<file path="src/hw/pin_mux_defs.svh">
`ifndef PIN_MUX_DEFS_SVH
`define PIN_MUX_DEFS_SVH

// ****************************************
// Register offsets
// ****************************************
`define OFF_FUNC_SEL 16'h1C00
`define OFF_PUD_SER 16'h1C17
`define OFF_PUD_ADDR 16'h1C18
`define OFF_PUD_HD 16'h1C19
`define OFF_PUD_BE 16'h1C4F
`define OFF_PUD_CTL 16'h1C50

// ****************************************
// Field positions and reset values
// ****************************************
`define SEL_SP0_LSB 0
`define SEL_SP1_LSB 2
`define SEL_AMODE_LSB 4
`define SEL_PP_LSB 12
`define SEL_CLKS_BIT 15
`define SEL_RESET 16'h1000
`define PUD_RESET 16'h0000

// ****************************************
// Pin groups
// ****************************************
`define PIN_B 28
`define PIN_C 34
`define PIN_D 40
`define PIN_N 46

// ****************************************
// Function numbers, 0 means none
// ****************************************
`define FN_NONE 7'h00
`define FN_HOST 7'h01
`define FN_SPI 7'h1D
`define FN_GP 7'h24
`define FN_AUD2 7'h44
`define FN_UART 7'h48
`define FN_AUD3 7'h4C
`define FN_MEM 7'h50
`define FN_ADDR 7'h57
`define FN_CARD1 7'h5D
`define FN_MULTICHANNEL_SERIAL_PERIPHERAL 7'h63
`define FN_CARD0 7'h69
`define FN_AUD0 7'h6F
`define FN_BSP 7'h73
`define FN_N 122

`endif

</file>
<file path="src/hw/pin_mux_pkg.sv">
package pin_mux_pkg;

  typedef logic [6:0] fn_t;

  typedef struct packed {
    logic [15:0] addr;
    logic [15:0] wdata;
    logic wr;
    logic rd;
  } reg_req_t;

  typedef enum logic [2:0] {
    PP_HOST = 3'h0,
    PP_SPI_AUD2 = 3'h1,
    PP_GPIO = 3'h2,
    PP_SPI_AUD3 = 3'h3,
    PP_AUD2_UART = 3'h4,
    PP_SPI_UART = 3'h5,
    PP_SPI_AUD2_AUD3 = 3'h6,
    PP_UNDEF = 3'h7
  } pp_mode_t;

endpackage

</file>
<file path="src/hw/serial_host_pin_mux.sv">
// Overview of operation
// - Every pin selection comes only from the function select register.
// - Three-bit parallel-port mode field picks host group functions, resets 001.
// - Mode 000 gives every host group pin to the host port.
// - Modes 001, 110 put SPI and general I/O 12-17 on first pins.
// - Host data 8-11: audio 2, general I/O, or SPI by mode.
// - Host data 12-15: UART, general I/O 28-31, or audio 3 by mode.
// - Memory strobes, masks, selects, clock enable own shared pins outside 000 and 111.
// - Serial port 1 mode: card port 1, multichannel SPI, general I/O 6-11.
// - Multichannel SPI pin order: clock, cs0, simo, somi, cs1, cs2.
// - Serial port 0 mode: card 0, audio 0, general I/O, buffered port.
// - Buffered port pin order: tx clock, tx sync, tx, rx, rx sync, clock.
// - Select bit 15 picks receive clock or sample-rate clock on sixth pin.
// - Each address mode bit picks address line or general I/O for its pin.
// - Pulldown register 1C17h bits 8-13 serve serial port 1 pins.
// - Same register bits 0-5 serve serial port 0 pins.
// - Register 1C18h bits 0-5 serve address lines 15 to 20.
// - 1C19h serves host data; 1C50h serves control, strobe, select pins.
// - 1C4Fh bits 7, 8 serve byte enable and data mask pins.
//
// Design decision made here: strobed register access.
`timescale 1ns/1ps
`include "pin_mux_defs.svh"

module serial_host_pin_mux
  import pin_mux_pkg::*;
(
  input wire logic CLK, // System clock
  input wire logic RST_B, // Async reset, active low
  input wire reg_req_t REQ, // Register request
  output logic [15:0] RDATA, // Read data, cycle after strobe
  input wire logic [`PIN_N-1:0] PIN_I, // Pin input levels
  output logic [`PIN_N-1:0] PIN_O, // Pin output levels
  output logic [`PIN_N-1:0] PIN_OE, // Pin output enables
  output logic [`PIN_N-1:0] PUD_INHIBIT, // Pulldown inhibit per pin
  input wire logic [`FN_N-1:0] FN_O, // Function outputs
  input wire logic [`FN_N-1:0] FN_OE, // Function output enables
  output logic [`FN_N-1:0] FN_I // Function inputs
);

  // ****************************************
  // Registers
  // ****************************************
  logic [15:0] sel_q;
  logic [15:0] pud_ser_q;
  logic [15:0] pud_addr_q;
  logic [15:0] pud_hd_q;
  logic [15:0] pud_be_q;
  logic [15:0] pud_ctl_q;

  wire hit_sel = REQ.addr == `OFF_FUNC_SEL;
  wire hit_ser = REQ.addr == `OFF_PUD_SER;
  wire hit_addr = REQ.addr == `OFF_PUD_ADDR;
  wire hit_hd = REQ.addr == `OFF_PUD_HD;
  wire hit_be = REQ.addr == `OFF_PUD_BE;
  wire hit_ctl = REQ.addr == `OFF_PUD_CTL;

  wire [15:0] rdata_d = !REQ.rd ? 16'h0000 :
                        hit_sel ? sel_q :
                        hit_ser ? pud_ser_q :
                        hit_addr ? pud_addr_q :
                        hit_hd ? pud_hd_q :
                        hit_be ? pud_be_q :
                        hit_ctl ? pud_ctl_q : 16'h0000;

  always_ff @(posedge CLK or negedge RST_B) begin
    if (!RST_B) begin
      sel_q <= `SEL_RESET;
      pud_ser_q <= `PUD_RESET;
      pud_addr_q <= `PUD_RESET;
      pud_hd_q <= `PUD_RESET;
      pud_be_q <= `PUD_RESET;
      pud_ctl_q <= `PUD_RESET;
      RDATA <= 16'h0000;
    end else begin
      if (REQ.wr && hit_sel) sel_q <= REQ.wdata;
      if (REQ.wr && hit_ser) pud_ser_q <= REQ.wdata;
      if (REQ.wr && hit_addr) pud_addr_q <= REQ.wdata;
      if (REQ.wr && hit_hd) pud_hd_q <= REQ.wdata;
      if (REQ.wr && hit_be) pud_be_q <= REQ.wdata;
      if (REQ.wr && hit_ctl) pud_ctl_q <= REQ.wdata;
      RDATA <= rdata_d;
    end
  end

  // ****************************************
  // Mode fields
  // ****************************************
  wire pp_mode_t pp = pp_mode_t'(sel_q[`SEL_PP_LSB +: 3]);
  wire [1:0] sp1 = sel_q[`SEL_SP1_LSB +: 2];
  wire [1:0] sp0 = sel_q[`SEL_SP0_LSB +: 2];
  wire [5:0] amode = sel_q[`SEL_AMODE_LSB +: 6];
  wire clks = sel_q[`SEL_CLKS_BIT];

  // Host group: pin 0 interrupt, 1-16 data, 17-20 control, 21-27 shared
  function automatic fn_t sel_a(input logic [4:0] p, input pp_mode_t m);
    fn_t f;
    logic [1:0] k9;
    logic [1:0] k13;
    logic spi_m;
    begin
      f = `FN_NONE;
      k9 = 2'(p - 5'h09);
      k13 = 2'(p - 5'h0D);
      spi_m = (m == PP_SPI_AUD2) || (m == PP_SPI_AUD2_AUD3);
      if (m == PP_HOST) begin
        f = `FN_HOST + 7'(p);
      end else if (m == PP_UNDEF) begin
        f = `FN_NONE;
      end else if (p >= 5'h15) begin
        f = `FN_MEM + 7'(p - 5'h15);
      end else if (p >= 5'h11) begin
        if (spi_m) f = `FN_SPI + 7'(p - 5'h0E);
      end else if (p >= 5'h0D) begin
        case (m)
          PP_SPI_AUD2, PP_AUD2_UART, PP_SPI_UART: begin
            f = `FN_UART + 7'(k13);
          end
          PP_GPIO: begin
            f = `FN_GP + 7'h1C + 7'(k13);
          end
          default: begin
            f = `FN_AUD3 + 7'(k13);
          end
        endcase
      end else if (p >= 5'h09) begin
        case (m)
          PP_GPIO: begin
            f = (k9 == 2'h3) ? `FN_GP + 7'h1B : `FN_GP + 7'h12 + 7'(k9);
          end
          PP_SPI_AUD3, PP_SPI_UART: begin
            case (k9)
              2'h0: f = `FN_SPI;
              2'h1: f = `FN_SPI + 7'h03;
              2'h2: f = `FN_SPI + 7'h01;
              default: f = `FN_SPI + 7'h02;
            endcase
          end
          default: begin
            f = `FN_AUD2 + 7'(k9);
          end
        endcase
      end else if (spi_m) begin
        f = (p <= 5'h02) ? `FN_SPI + 7'(p) : `FN_GP + 7'h09 + 7'(p);
      end
      sel_a = f;
    end
  endfunction

  // ****************************************
  // Per-pin selection
  // ****************************************
  fn_t pin_sel [`PIN_N];
  logic [`PIN_N-1:0] pin_o_d;
  logic [`PIN_N-1:0] pin_oe_d;

  for (genvar g = 0; g < `PIN_N; g++) begin : g_pin
    if (g < `PIN_B) begin : g_a
      assign pin_sel[g] = sel_a(5'(g), pp);
    end else if (g < `PIN_C) begin : g_b
      localparam fn_t I = fn_t'(g - `PIN_B);
      assign pin_sel[g] = (sp1 == 2'h0) ? `FN_CARD1 + I :
                          (sp1 == 2'h1) ? `FN_MULTICHANNEL_SERIAL_PERIPHERAL + I :
                          (sp1 == 2'h2) ? `FN_GP + 7'h06 + I :
                          `FN_NONE;
    end else if (g < `PIN_D) begin : g_c
      localparam fn_t I = fn_t'(g - `PIN_C);
      wire fn_t bsp = (I < 7'h05) ? `FN_BSP + I :
                      clks ? `FN_BSP + 7'h06 : `FN_BSP + 7'h05;
      assign pin_sel[g] = (sp0 == 2'h0) ? `FN_CARD0 + I :
                          (sp0 == 2'h1) ? ((I < 7'h04) ? `FN_AUD0 + I :
                                           `FN_GP + I) :
                          (sp0 == 2'h2) ? `FN_GP + I :
                          bsp;
    end else begin : g_d
      localparam fn_t I = fn_t'(g - `PIN_D);
      assign pin_sel[g] = amode[g - `PIN_D] ? `FN_GP + 7'h15 + I :
                          `FN_ADDR + I;
    end
    wire sel_live = pin_sel[g] != `FN_NONE;
    assign pin_o_d[g] = sel_live & FN_O[pin_sel[g]];
    assign pin_oe_d[g] = sel_live & FN_OE[pin_sel[g]];
  end

  // ****************************************
  // Function inputs from pins
  // ****************************************
  logic [`FN_N-1:0] fn_i_d;

  always_comb begin
    fn_i_d = '0;
    for (int p = 0; p < `PIN_N; p++) begin
      if (pin_sel[p] != `FN_NONE) fn_i_d[pin_sel[p]] = PIN_I[p];
    end
  end

  // ****************************************
  // Pulldown inhibit per pin
  // ****************************************
  wire [`PIN_N-1:0] pud_d = {
    pud_addr_q[5:0],
    pud_ser_q[5:0],
    pud_ser_q[13:8],
    pud_ctl_q[1], pud_ctl_q[5], pud_ctl_q[4],
    pud_ctl_q[2], pud_ctl_q[3],
    pud_be_q[8:7],
    pud_ctl_q[11:8],
    pud_hd_q[15:0],
    pud_ctl_q[12]
  };

  always_ff @(posedge CLK or negedge RST_B) begin
    if (!RST_B) begin
      PIN_O <= '0;
      PIN_OE <= '0;
      PUD_INHIBIT <= '0;
      FN_I <= '0;
    end else begin
      PIN_O <= pin_o_d;
      PIN_OE <= pin_oe_d;
      PUD_INHIBIT <= pud_d;
      FN_I <= fn_i_d;
    end
  end

  // ****************************************
  // Checks
  // ****************************************
  // Outputs lag reset release by one edge
  logic chk_live_q;

  always_ff @(posedge CLK or negedge RST_B) begin
    if (!RST_B) begin
      chk_live_q <= 1'b0;
    end else begin
      chk_live_q <= 1'b1;
    end
  end
endmodule

</file>
<file path="config.mk">
export PLATFORM = sky130hd
export DESIGN_NAME = serial_host_pin_mux
export DESIGN_NICKNAME = d
export VERILOG_FILES = /design/src/hw/pin_mux_pkg.sv /design/src/hw/serial_host_pin_mux.sv
export VERILOG_INCLUDE_DIRS = /design/src /design/src/hw
export SDC_FILE = /design/constraint.sdc
export NUM_CORES = 1
export LEC_CHECK = 0
export BUFFER_PORTS_ARGS = -buffer_cell sky130_fd_sc_hd__buf_4
export CAP_MARGIN = 0
export CORE_AREA = 2 2 233 235
export CTS_BUF_LIST = sky130_fd_sc_hd__clkbuf_16
export DETAILED_ROUTE_END_ITERATION = 6
export DIE_AREA = 0 0 235 237
export PLACE_DENSITY = 0.65
export SYNTH_ARGS = -nofsm -noshare
export SYNTH_HDL_FRONTEND = slang
export SYNTH_SLANG_ARGS = --single-unit
</file>
<file path="constraint.sdc">
create_clock -name CLK -period 3.2 [get_ports CLK]
set_clock_uncertainty 0.05 [all_clocks]
set_input_delay 0.32 -clock CLK [delete_from_list [all_inputs] [get_ports CLK]]
set_output_delay 0.32 -clock CLK [all_outputs]
set_load 0.01 [all_outputs]
</file>
## After elaboration in Yosys (flattened, before gate mapping)

Index checks and enable logic that the tools add are counted.

- Muxes and demuxes: 494
- Bitwise operators: 93
- $mul: 0
- Add/sub/neg operators: 0
- Divide/modulo/power cells: 0
- Shift operators: 0
- Eq/ne operators: 17
- Order comparisons: 92
- Reductions and logical operators: 104

Operators with widths:

| cell | count |
|---|---|
| 122-bit two-way mux | 46 |
| 122-bit bitwise mux | 45 |
| 1-bit binary-select mux with 7-bit select | 92 |
| 7-bit two-way mux | 66 |
| 7-bit by 8-bit less-than comparator with 1-bit output (second input constant) | 46 |
| 1-bit demux with 7-bit select | 46 |
| 7-bit by 1-bit >= comparator with 1-bit output (second input constant) | 46 |
| 7-bit nonzero test | 46 |
| 6-bit two-way mux | 36 |
| 1-bit two-way mux | 139 |
| 122-bit AND | 1 |
| 16-bit two-way mux | 7 |
| 16-bit by 13-bit == test with 1-bit output (second input constant) | 6 |
| 1-bit AND | 92 |
| 7-bit case mux with 2 select lines | 4 |
| 1-bit logical AND | 52 |
| 5-bit two-way mux | 9 |
| 4-bit case mux with 2 select lines | 4 |
| 3-bit == test (second input constant) | 4 |
| 3-bit by 2-bit == test with 1-bit output (second input constant) | 2 |
| 2-bit by 1-bit == test with 1-bit output (second input constant) | 2 |
| 2-bit == test (second input constant) | 2 |
| 2-bit zero test | 2 |
| 3-bit by 1-bit == test with 1-bit output (second input constant) | 1 |
| 4 further kinds | 4 |

- Output and inout bits: 276
- Input bits: 326
- Bits in latches: 0
- Bits in registers: 372
- ROM bits: 0
- Bits in writable memories: 0
- Memories: 0

## Longest topological paths before layout

Gate-level depths: netlist (run 1).

- Depth in word-level cells: 101
- Gate-level depth with buffers: 10
- Mapped depth without buffers: 7

## Worst setup path after synthesis (run 1)

OpenSTA, ideal clock, no wires.

- Kind: flip-flop to flip-flop
- From: register sel_q[0]
- To: register PIN_O[39]
- Library setup time: 126 ps
- Slack: 910 ps
- Arrival: 2114 ps
- Clock period less this slack: 2290 ps
- Stages on the path, launching flop included: 8
- Required time: 3024 ps
- Buffers on the path: 0
- Cells stage by stage: dfrtp_1 inv_1 ha_1 or3b_1 nand2_1 mux4_2 a2bb2oi_1 nand3_1

- Cells in the longest elaborated chain, start to end: 7
- Elaborated cells between the ends (all ways): 10

Ends and longest elaborated chain:

| what | RTL line | source |
|---|---|---|
| start: declaration | serial_host_pin_mux.sv:44 | `logic [15:0] sel_q;` |
| start signal: assignment | serial_host_pin_mux.sv:68 | `` sel_q <= `SEL_RESET; `` |
| start signal: assignment | serial_host_pin_mux.sv:76 | `if (REQ.wr && hit_sel) sel_q <= REQ.wdata;` |
| 2-bit == test | serial_host_pin_mux.sv:173 | `` (sp0 == 2'h2) ? `FN_GP + I : `` |
| 7-bit two-way mux | serial_host_pin_mux.sv:173 |  |
| 7-bit two-way mux | serial_host_pin_mux.sv:171 | `` (sp0 == 2'h1) ? ((I < 7'h04) ? `FN_AUD0 + I : `` |
| 7-bit two-way mux * | serial_host_pin_mux.sv:170 | `` assign pin_sel[g] = (sp0 == 2'h0) ? `FN_CARD0 + I : `` |
| 1-bit binary-select mux with 7-bit select | serial_host_pin_mux.sv:181 | `assign pin_o_d[g] = sel_live & FN_O[pin_sel[g]];` |
| 1-bit two-way mux (not written as such) | serial_host_pin_mux.sv:181 |  |
| 1-bit AND * | serial_host_pin_mux.sv:181 |  |
| named net pin_o_d[39] | serial_host_pin_mux.sv:154 | `` logic [`PIN_N-1:0] pin_o_d; `` |
| end signal: assignment | serial_host_pin_mux.sv:219 | `PIN_O <= pin_o_d;` |
| end: declaration | serial_host_pin_mux.sv:33 | `` output logic [`PIN_N-1:0] PIN_O, `` |

The timed path passes the listed nets; every way through them passes the cells marked *. The select of a mux whose other input is x is not followed.
A chain may end at the register's enable or synchronous reset.

## Final worst setup path (run 1)

- From: register sel_q[14]
- To: register PIN_OE[26]

- Cells in the longest elaborated chain, start to end: 6
- Elaborated cells between the ends (all ways): 8

Ends and longest elaborated chain:

| what | RTL line | source |
|---|---|---|
| 3-bit == test | serial_host_pin_mux.sv:108 | `end else if (m == PP_UNDEF) begin` |
| 7-bit two-way mux | serial_host_pin_mux.sv:108 |  |
| 7-bit two-way mux * | serial_host_pin_mux.sv:106 | `if (m == PP_HOST) begin` |
| 1-bit binary-select mux with 7-bit select | serial_host_pin_mux.sv:182 | `assign pin_oe_d[g] = sel_live & FN_OE[pin_sel[g]];` |
| 1-bit two-way mux (not written as such) | serial_host_pin_mux.sv:182 |  |
| 1-bit AND * | serial_host_pin_mux.sv:182 |  |
| named net pin_oe_d[26] | serial_host_pin_mux.sv:155 | `` logic [`PIN_N-1:0] pin_oe_d; `` |
| end signal: assignment | serial_host_pin_mux.sv:220 | `PIN_OE <= pin_oe_d;` |
| end: declaration | serial_host_pin_mux.sv:34 | `` output logic [`PIN_N-1:0] PIN_OE, `` |

Marks and branches as above.

==> results_dict.tcl, run 1 <==
set metrics [dict create \
    required_ns 3.59 \
    cts_sinks 372 \
    tightest_slew_ns 1.20 \
    p_sw_mw 2.53 \
    die_h_um 237 \
    clkPwrFrac 0.476 \
    via_per_inst 5.40 \
    path_max_fanout 19 \
    cts_made_buffers 42 \
    drt-total-wl_um 82200 \
    cts_root_buffer "clkbuf_16" \
    synth.avg_cell_area_um2 12.0 \
    synth_commonest_cells "dfrtp_1, mux2_2, nand2_1" \
    max_slew_margin 0.196 \
    combPwrFrac 0.091 \
    dp_slack_ns 0.342 \
    place_inst 2654 \
    postLayoutCoreUtil 0.479 \
    die_area_mm2 0.0557 \
    arrival_ns 3.35 \
    cell_internal_pwr_mw 8.41 \
    leakage_nw 12.6 \
    grt.overflow.total 0 \
    postCtsResizedCells 0 \
    clk_pin_slew_ns 0.06 \
    postRouteAntennaNets 0 \
    max_cap_viol_count 0 \
    vdd_drop_max_uv 443 \
    status "complete, no violations" \
    stdcell_area_mm2 0.0255 \
    synth_top_area_frac 0.546 \
    p_per_area_mw_per_mm2 429 \
    post-synth-top-count-cell "dfrtp_1" \
    syn-instance-count 1412 \
    grt_pass1_vias 16200 \
    p_sw_frac 0.232 \
    fin_cells 2896 \
    syn_nets 1754 \
    critPathKind "reg -> reg" \
    drt_iter0_markers 1462 \
    drive_above_1_share 0.420 \
    cp-end-kind "flip-flop" \
    cts_tree "done" \
    die_x_um 235 \
    grt_max_degree 101 \
    wl_per_cell_um 28.4 \
    cts_setup_buffers 0 \
    holdWs_ns 0.0334 \
    async_reset_ff_frac 1.00 \
    first_pass_iters 6 \
    syn_to_final_growth_pct 50.0 \
    ys_ff_latch 372 \
    tns_ns 0 \
    seqPwrFrac 0.434 \
    place_hpwl_um 62100 \
    cts_hold_buf 162 \
    fin_nets 2506 \
    synthTopCellsByArea "dfrtp_1, mux2_2, mux4_2, mux2i_1, nand2_1" \
    setup_viol 0 \
    synth_edf_count 0 \
    cts_max_path_buffers 3 \
    yosys.area.top_type "dfrtp_1" \
    track_usage 0.289 \
    htreeDepth 2 \
    yosys_warnings 0 \
    fin_ws_ns 0.234 \
    grt_pass1_wl_um 117000 \
    synthFlopType "dfrtp_1" \
    rows 85 \
    vias 15600 \
    report.final.slew_viol_count 0 \
    ys_seq_area_frac 0.547 \
    hold_path.class "in -> reg" \
    start_util 0.319 \
    dpl_cell_area_mm2 0.0224 \
    clock_latency_ns 0.57 \
    coreArea_mm2 0.0533 \
    drc 0 \
    power.total_mw 10.9 \
    fmax_mhz 337 \
    fin_crit_sh 0.927 \
    start_kind "flip-flop" \
    yosysUniqueCellTypes 71 \
    period_needed_ns 2.97 \
    place_congestion 0.983 \
    port_buffers 601 \
    antenna_found_initial 14 \
    rsz0062_at_grt "no" \
    finalHoldViolCount 0 \
    syn_area_mm2 0.0170 \
    io_pins 602 \
]
[worst paths after layout]
path / startpoint / end / slack, ns / cells after the start
max in group asynchronous: RST_B / sel_q[13]$_DFFE_PN0P_ / 1.77 / 3
min reg2reg: pud_hd_q[6]$_DFFE_PN0P_ / PUD_INHIBIT[7]$_DFF_PN0_ / 0.34 / 0
min in group asynchronous: RST_B / FN_I[0]$_DFF_PN0_ / 0.34 / 2
max: sel_q[14]$_DFFE_PN0P_ / PIN_OE[26]$_DFF_PN0_ / 0.23 / 8
max reg2reg: sel_q[14]$_DFFE_PN0P_ / PIN_OE[26]$_DFF_PN0_ / 0.23 / 8
min: REQ[14] / pud_addr_q[12]$_DFFE_PN0P_ / 0.03 / 2
[metal layers]
metal	global-route usage	vias up	wire length, um
met4	0.100	16	2910
li1	-	6647	-
met1	0.358	7996	31700
met5	0	-	98
met2	0.491	839	40600
met3	0.0725	138	6950
[power groups by stage]
stage / clock network, mW / logic (mW) / registers, mW
2_1_floorplan: 0 / 0.163 / 4.84
3_3_place_gp: 0 / 0.849 / 4.83
3_5_place_dp: 0 / 0.854 / 4.83
4_1_cts: 5.29 / 0.990 / 4.74
5_1_grt: 5.48 / 1.05 / 4.74
6_report: 5.20 / 0.995 / 4.74
[registers in the layout, summed over array words and instances, names as in the netlist, 46 cells and up]
register / count
PUD_INHIBIT: 46
FN_I: 122
PIN_OE: 46
PIN_O: 46
[layout make-up]
class	count	area, um2
sequential	372	9310
antenna	4	10.0
multi-input combinational	916	7190
timing repair buffer	815	6610
inverter	17	63.8
fill	4857	27800
tap	696	871
clock buffer	45	1130
clock inverter	31	343
[kinds of logic after synthesis]
group,after synthesis,share of synthesized area
XOR/XNOR,1,0.000515
multiplexers,224,0.177
AO/OA/AOI/OAI,304,0.122
buffers and inverters,124,0.0312
other,1,0.000221
adder cells (fa/ha/maj),16,0.0118
AND/OR/NAND/NOR,370,0.110
flip-flops,372,0.547
[cell usage in the layout (no fill, tap or decap), types with 8 or more instances in the layout]
cell type / synthesis / final
nor2b_1: 23 / 23
o221ai_1: 12 / 12
inv_1: 17 / 27
a22o_1: 43 / 43
nand2b_1: 9 / 9
a211oi_1: 14 / 14
a21oi_1: 70 / 69
clkbuf_16: 0 / 45
dlygate4sd3_1: 0 / 162
ha_1: 16 / 14
dfrtp_1: 371 / 370
bufinv_16: 0 / 8
mux2i_1: 40 / 40
nor2_1: 91 / 89
mux2_2: 136 / 136
nand2_1: 101 / 101
a22oi_1: 17 / 17
buf_4: 5 / 646
a221oi_1: 14 / 14
a31oi_1: 10 / 10
and3_1: 10 / 10
o21ai_0: 63 / 63
o22ai_1: 8 / 8
mux4_2: 48 / 48
clkinv_1: 0 / 8
nand3_1: 29 / 29
nor3_1: 22 / 21
and2_1: 54 / 54
[worst max-delay path: stages (launching register included)]
cell and delay, ns:
dfrtp_1 0.47, buf_4 0.25, nor2_1 0.16, buf_4 0.20
nand2_1 0.27, o22ai_1 0.24, dlygate4sd3_1 0.60, nor2_1 0.04
dlygate4sd3_1 0.56
(Power assumes the default switching activity.)
==> run 2, diff against run 1 <==
==> constraint.sdc (replaced) <==
create_clock -name CLK -period 3.6 [get_ports CLK]
set_clock_uncertainty 0.05 [all_clocks]
set_input_delay 0.36 -clock CLK [delete_from_list [all_inputs] [get_ports CLK]]
set_output_delay 0.36 -clock CLK [all_outputs]
set_load 0.01 [all_outputs]
==> run 2 against run 1 <==
Final cell count shrank 1.2%. Sequential cell count is the same. Combinational power down 14%. Fmax is 5.7% lower. Clock power is 21% lower. Non-clock buffer count is 36 lower. Register-to-register slack improved by 0.22 ns. First-iteration DRC count shrank 23%. Worst setup slack better by 0.22 ns. Critical path type unchanged. Largest power group is now sequential cells.
==> results_dict.tcl, run 2 (synthesis gave the netlist of run 1 again) <==
set metrics [dict create \
    status "complete, no violations" \
    cts_root_buffer "clkbuf_16" \
    vdd_drop_max_uv 335 \
    power.total_mw 9.16 \
    path_max_fanout 31 \
    wl_per_cell_um 28.6 \
    drc 0 \
    drt_iter0_markers 1131 \
    cts_setup_buffers 0 \
    cpPeakStageDelay_ns 0.56 \
    io_pins 602 \
    grt.overflow.total 0 \
    holdPathStages 2 \
    grt_max_degree 103 \
    fin_ws_ns 0.456 \
    fmax_mhz 318 \
    cts_sinks 372 \
    drt-total-wl_um 81800 \
    start_util 0.319 \
    crit_top_cell "mux2i_1" \
    drive_above_1_share 0.427 \
    final_cell_mix "buf_4, dfrtp_1, mux2_2" \
    clk_pin_slew_ns 0.06 \
    cp-end-kind "flip-flop" \
    tns_ns 0 \
    die_h_um 237 \
    first_pass_iters 6 \
    hold_end "PIN_O[5]$_DFF_PN0_" \
    required_ns 3.97 \
    postRouteAntennaNets 0 \
    fin_nets 2472 \
    dpl_cell_area_mm2 0.0223 \
    reg2reg_slack_ns 0.46 \
    largest_reg_flops 122 \
    setup_viol 0 \
    finalHoldViolCount 0 \
    r2r_start "sel_q[1]$_DFFE_PN0P_" \
    port_buffers 601 \
    cts_max_path_buffers 3 \
    p_per_area_mw_per_mm2 367 \
    rows 85 \
    arrival_ns 3.51 \
    postLayoutCoreUtil 0.468 \
    place_hpwl_um 61700 \
    worstHoldStart "FN_O[50]" \
    path_cells "inv_1, ha_1, buf_4, mux4_2, mux2i_1, mux2i_1" \
    place_inst 2650 \
    fin_cells 2861 \
    hold_path.class "in -> reg" \
    tightest_slew_ns 1.02 \
    postCtsResizedCells 0 \
    htreeDepth 2 \
    grt_pass1_wl_um 116000 \
    place_congestion 0.973 \
    r2r_cells 6 \
    largest_register "FN_I" \
    leakage_nw 12.3 \
    max_cap_viol_count 0 \
    nFillCells 4853 \
    start_kind "flip-flop" \
    critPathKind "reg -> reg" \
    track_usage 0.286 \
    die_x_um 235 \
    syn_to_final_growth_pct 46.7 \
    vias 15500 \
    via_per_inst 5.42 \
    rsz0062_at_grt "no" \
    max_slew_margin 0.321 \
    cts_made_buffers 44 \
    final_common_cell "buf_4" \
    cpMaxStageDelayCell "mux4_2" \
    fin_crit_sh 0.873 \
    grt_pass1_vias 15900 \
    antenna_found_initial 11 \
    cts_tree "done" \
    report.final.slew_viol_count 0 \
    die_area_mm2 0.0557 \
    holdWs_ns 0.0265 \
    clock_latency_ns 0.58 \
    stdcell_area_mm2 0.0250 \
    coreArea_mm2 0.0533 \
    reg2reg_to "PIN_OE[39]$_DFF_PN0_" \
    period_needed_ns 3.14 \
    dp_slack_ns 0.527 \
]
run 2: cell types whose count changed in the layout (fill, tap and decap cells not counted):
| cell | delta |
|---|---|
| clkinv_1 | -2 |
| buf_4 | -1 |
| diode_2 | +1 |
| clkinv_4 | +4 |
| clkinv_2 | +7 |
| inv_6 | +1 |
| dlygate4sd3_1 | -32 |
| buf_12 | -3 |
| inv_1 | -2 |
| bufinv_16 | -8 |
run 2: report_power, final:
group / leakage (nW) / switching, mW / internal, mW
Sequential: 5.08 / 0.0110 / 4.20
Clock: 0.659 / 1.83 / 2.27
Combinational: 6.58 / 0.418 / 0.433
run 2: worst max-delay path by stage:
| stage | endpoint | slack, ns | from |
|---|---|---|---|
| CTS | PIN_O[22]$_DFF_PN0_ | 0.49 | sel_q[14]$_DFFE_PN0P_ |
| finish | PIN_OE[39]$_DFF_PN0_ | 0.46 | sel_q[1]$_DFFE_PN0P_ |
| global route | PIN_O[22]$_DFF_PN0_ | 0.32 | sel_q[14]$_DFFE_PN0P_ |
| global placement | PIN_OE[39]$_DFF_PN0_ | 0.55 | sel_q[1]$_DFFE_PN0P_ |
| detailed placement | PIN_OE[39]$_DFF_PN0_ | 0.53 | sel_q[0]$_DFFE_PN0P_ |
| floorplan | PIN_O[39]$_DFF_PN0_ | 1.31 | sel_q[0]$_DFFE_PN0P_ |
run 2: cell type report:
type / count / area (um2) / share of cell area
tap: 696 / 871 / 0.0349
inverter: 17 / 63.8 / 0.00256
multi-input combinational: 916 / 7190 / 0.288
sequential: 372 / 9310 / 0.373
antenna: 5 / 12.5 / 0.000501
timing repair buffer: 779 / 6220 / 0.249
clock inverter: 31 / 166 / 0.00667
clock buffer: 45 / 1130 / 0.0451
run 2: what timing repair did:
item / in CTS / in global routing
endpoints found under the hold margin: 228 / 0
endpoints found under the setup margin: 0 / 0
hold buffers: 130 / 0
run 2: critical path: cells and delay by family (launching register included):
| kind | cells | cell delay (ns) |
|---|---|---|
| muxes | 3 | 1.25 |
| buffers and inverters | 2 | 0.67 |
| adders and majority gates | 1 | 0.52 |
| DFF | 1 | 0.49 |
run 2: routing by layer:
metal / global-route usage / vias to the layer above / wire length, um
met5: 0 / - / 63
met4: 0.125 / 10 / 3520
met3: 0.0684 / 165 / 6590
met2: 0.476 / 904 / 39700
met1: 0.354 / 7854 / 31900
li1: - / 6572 / -
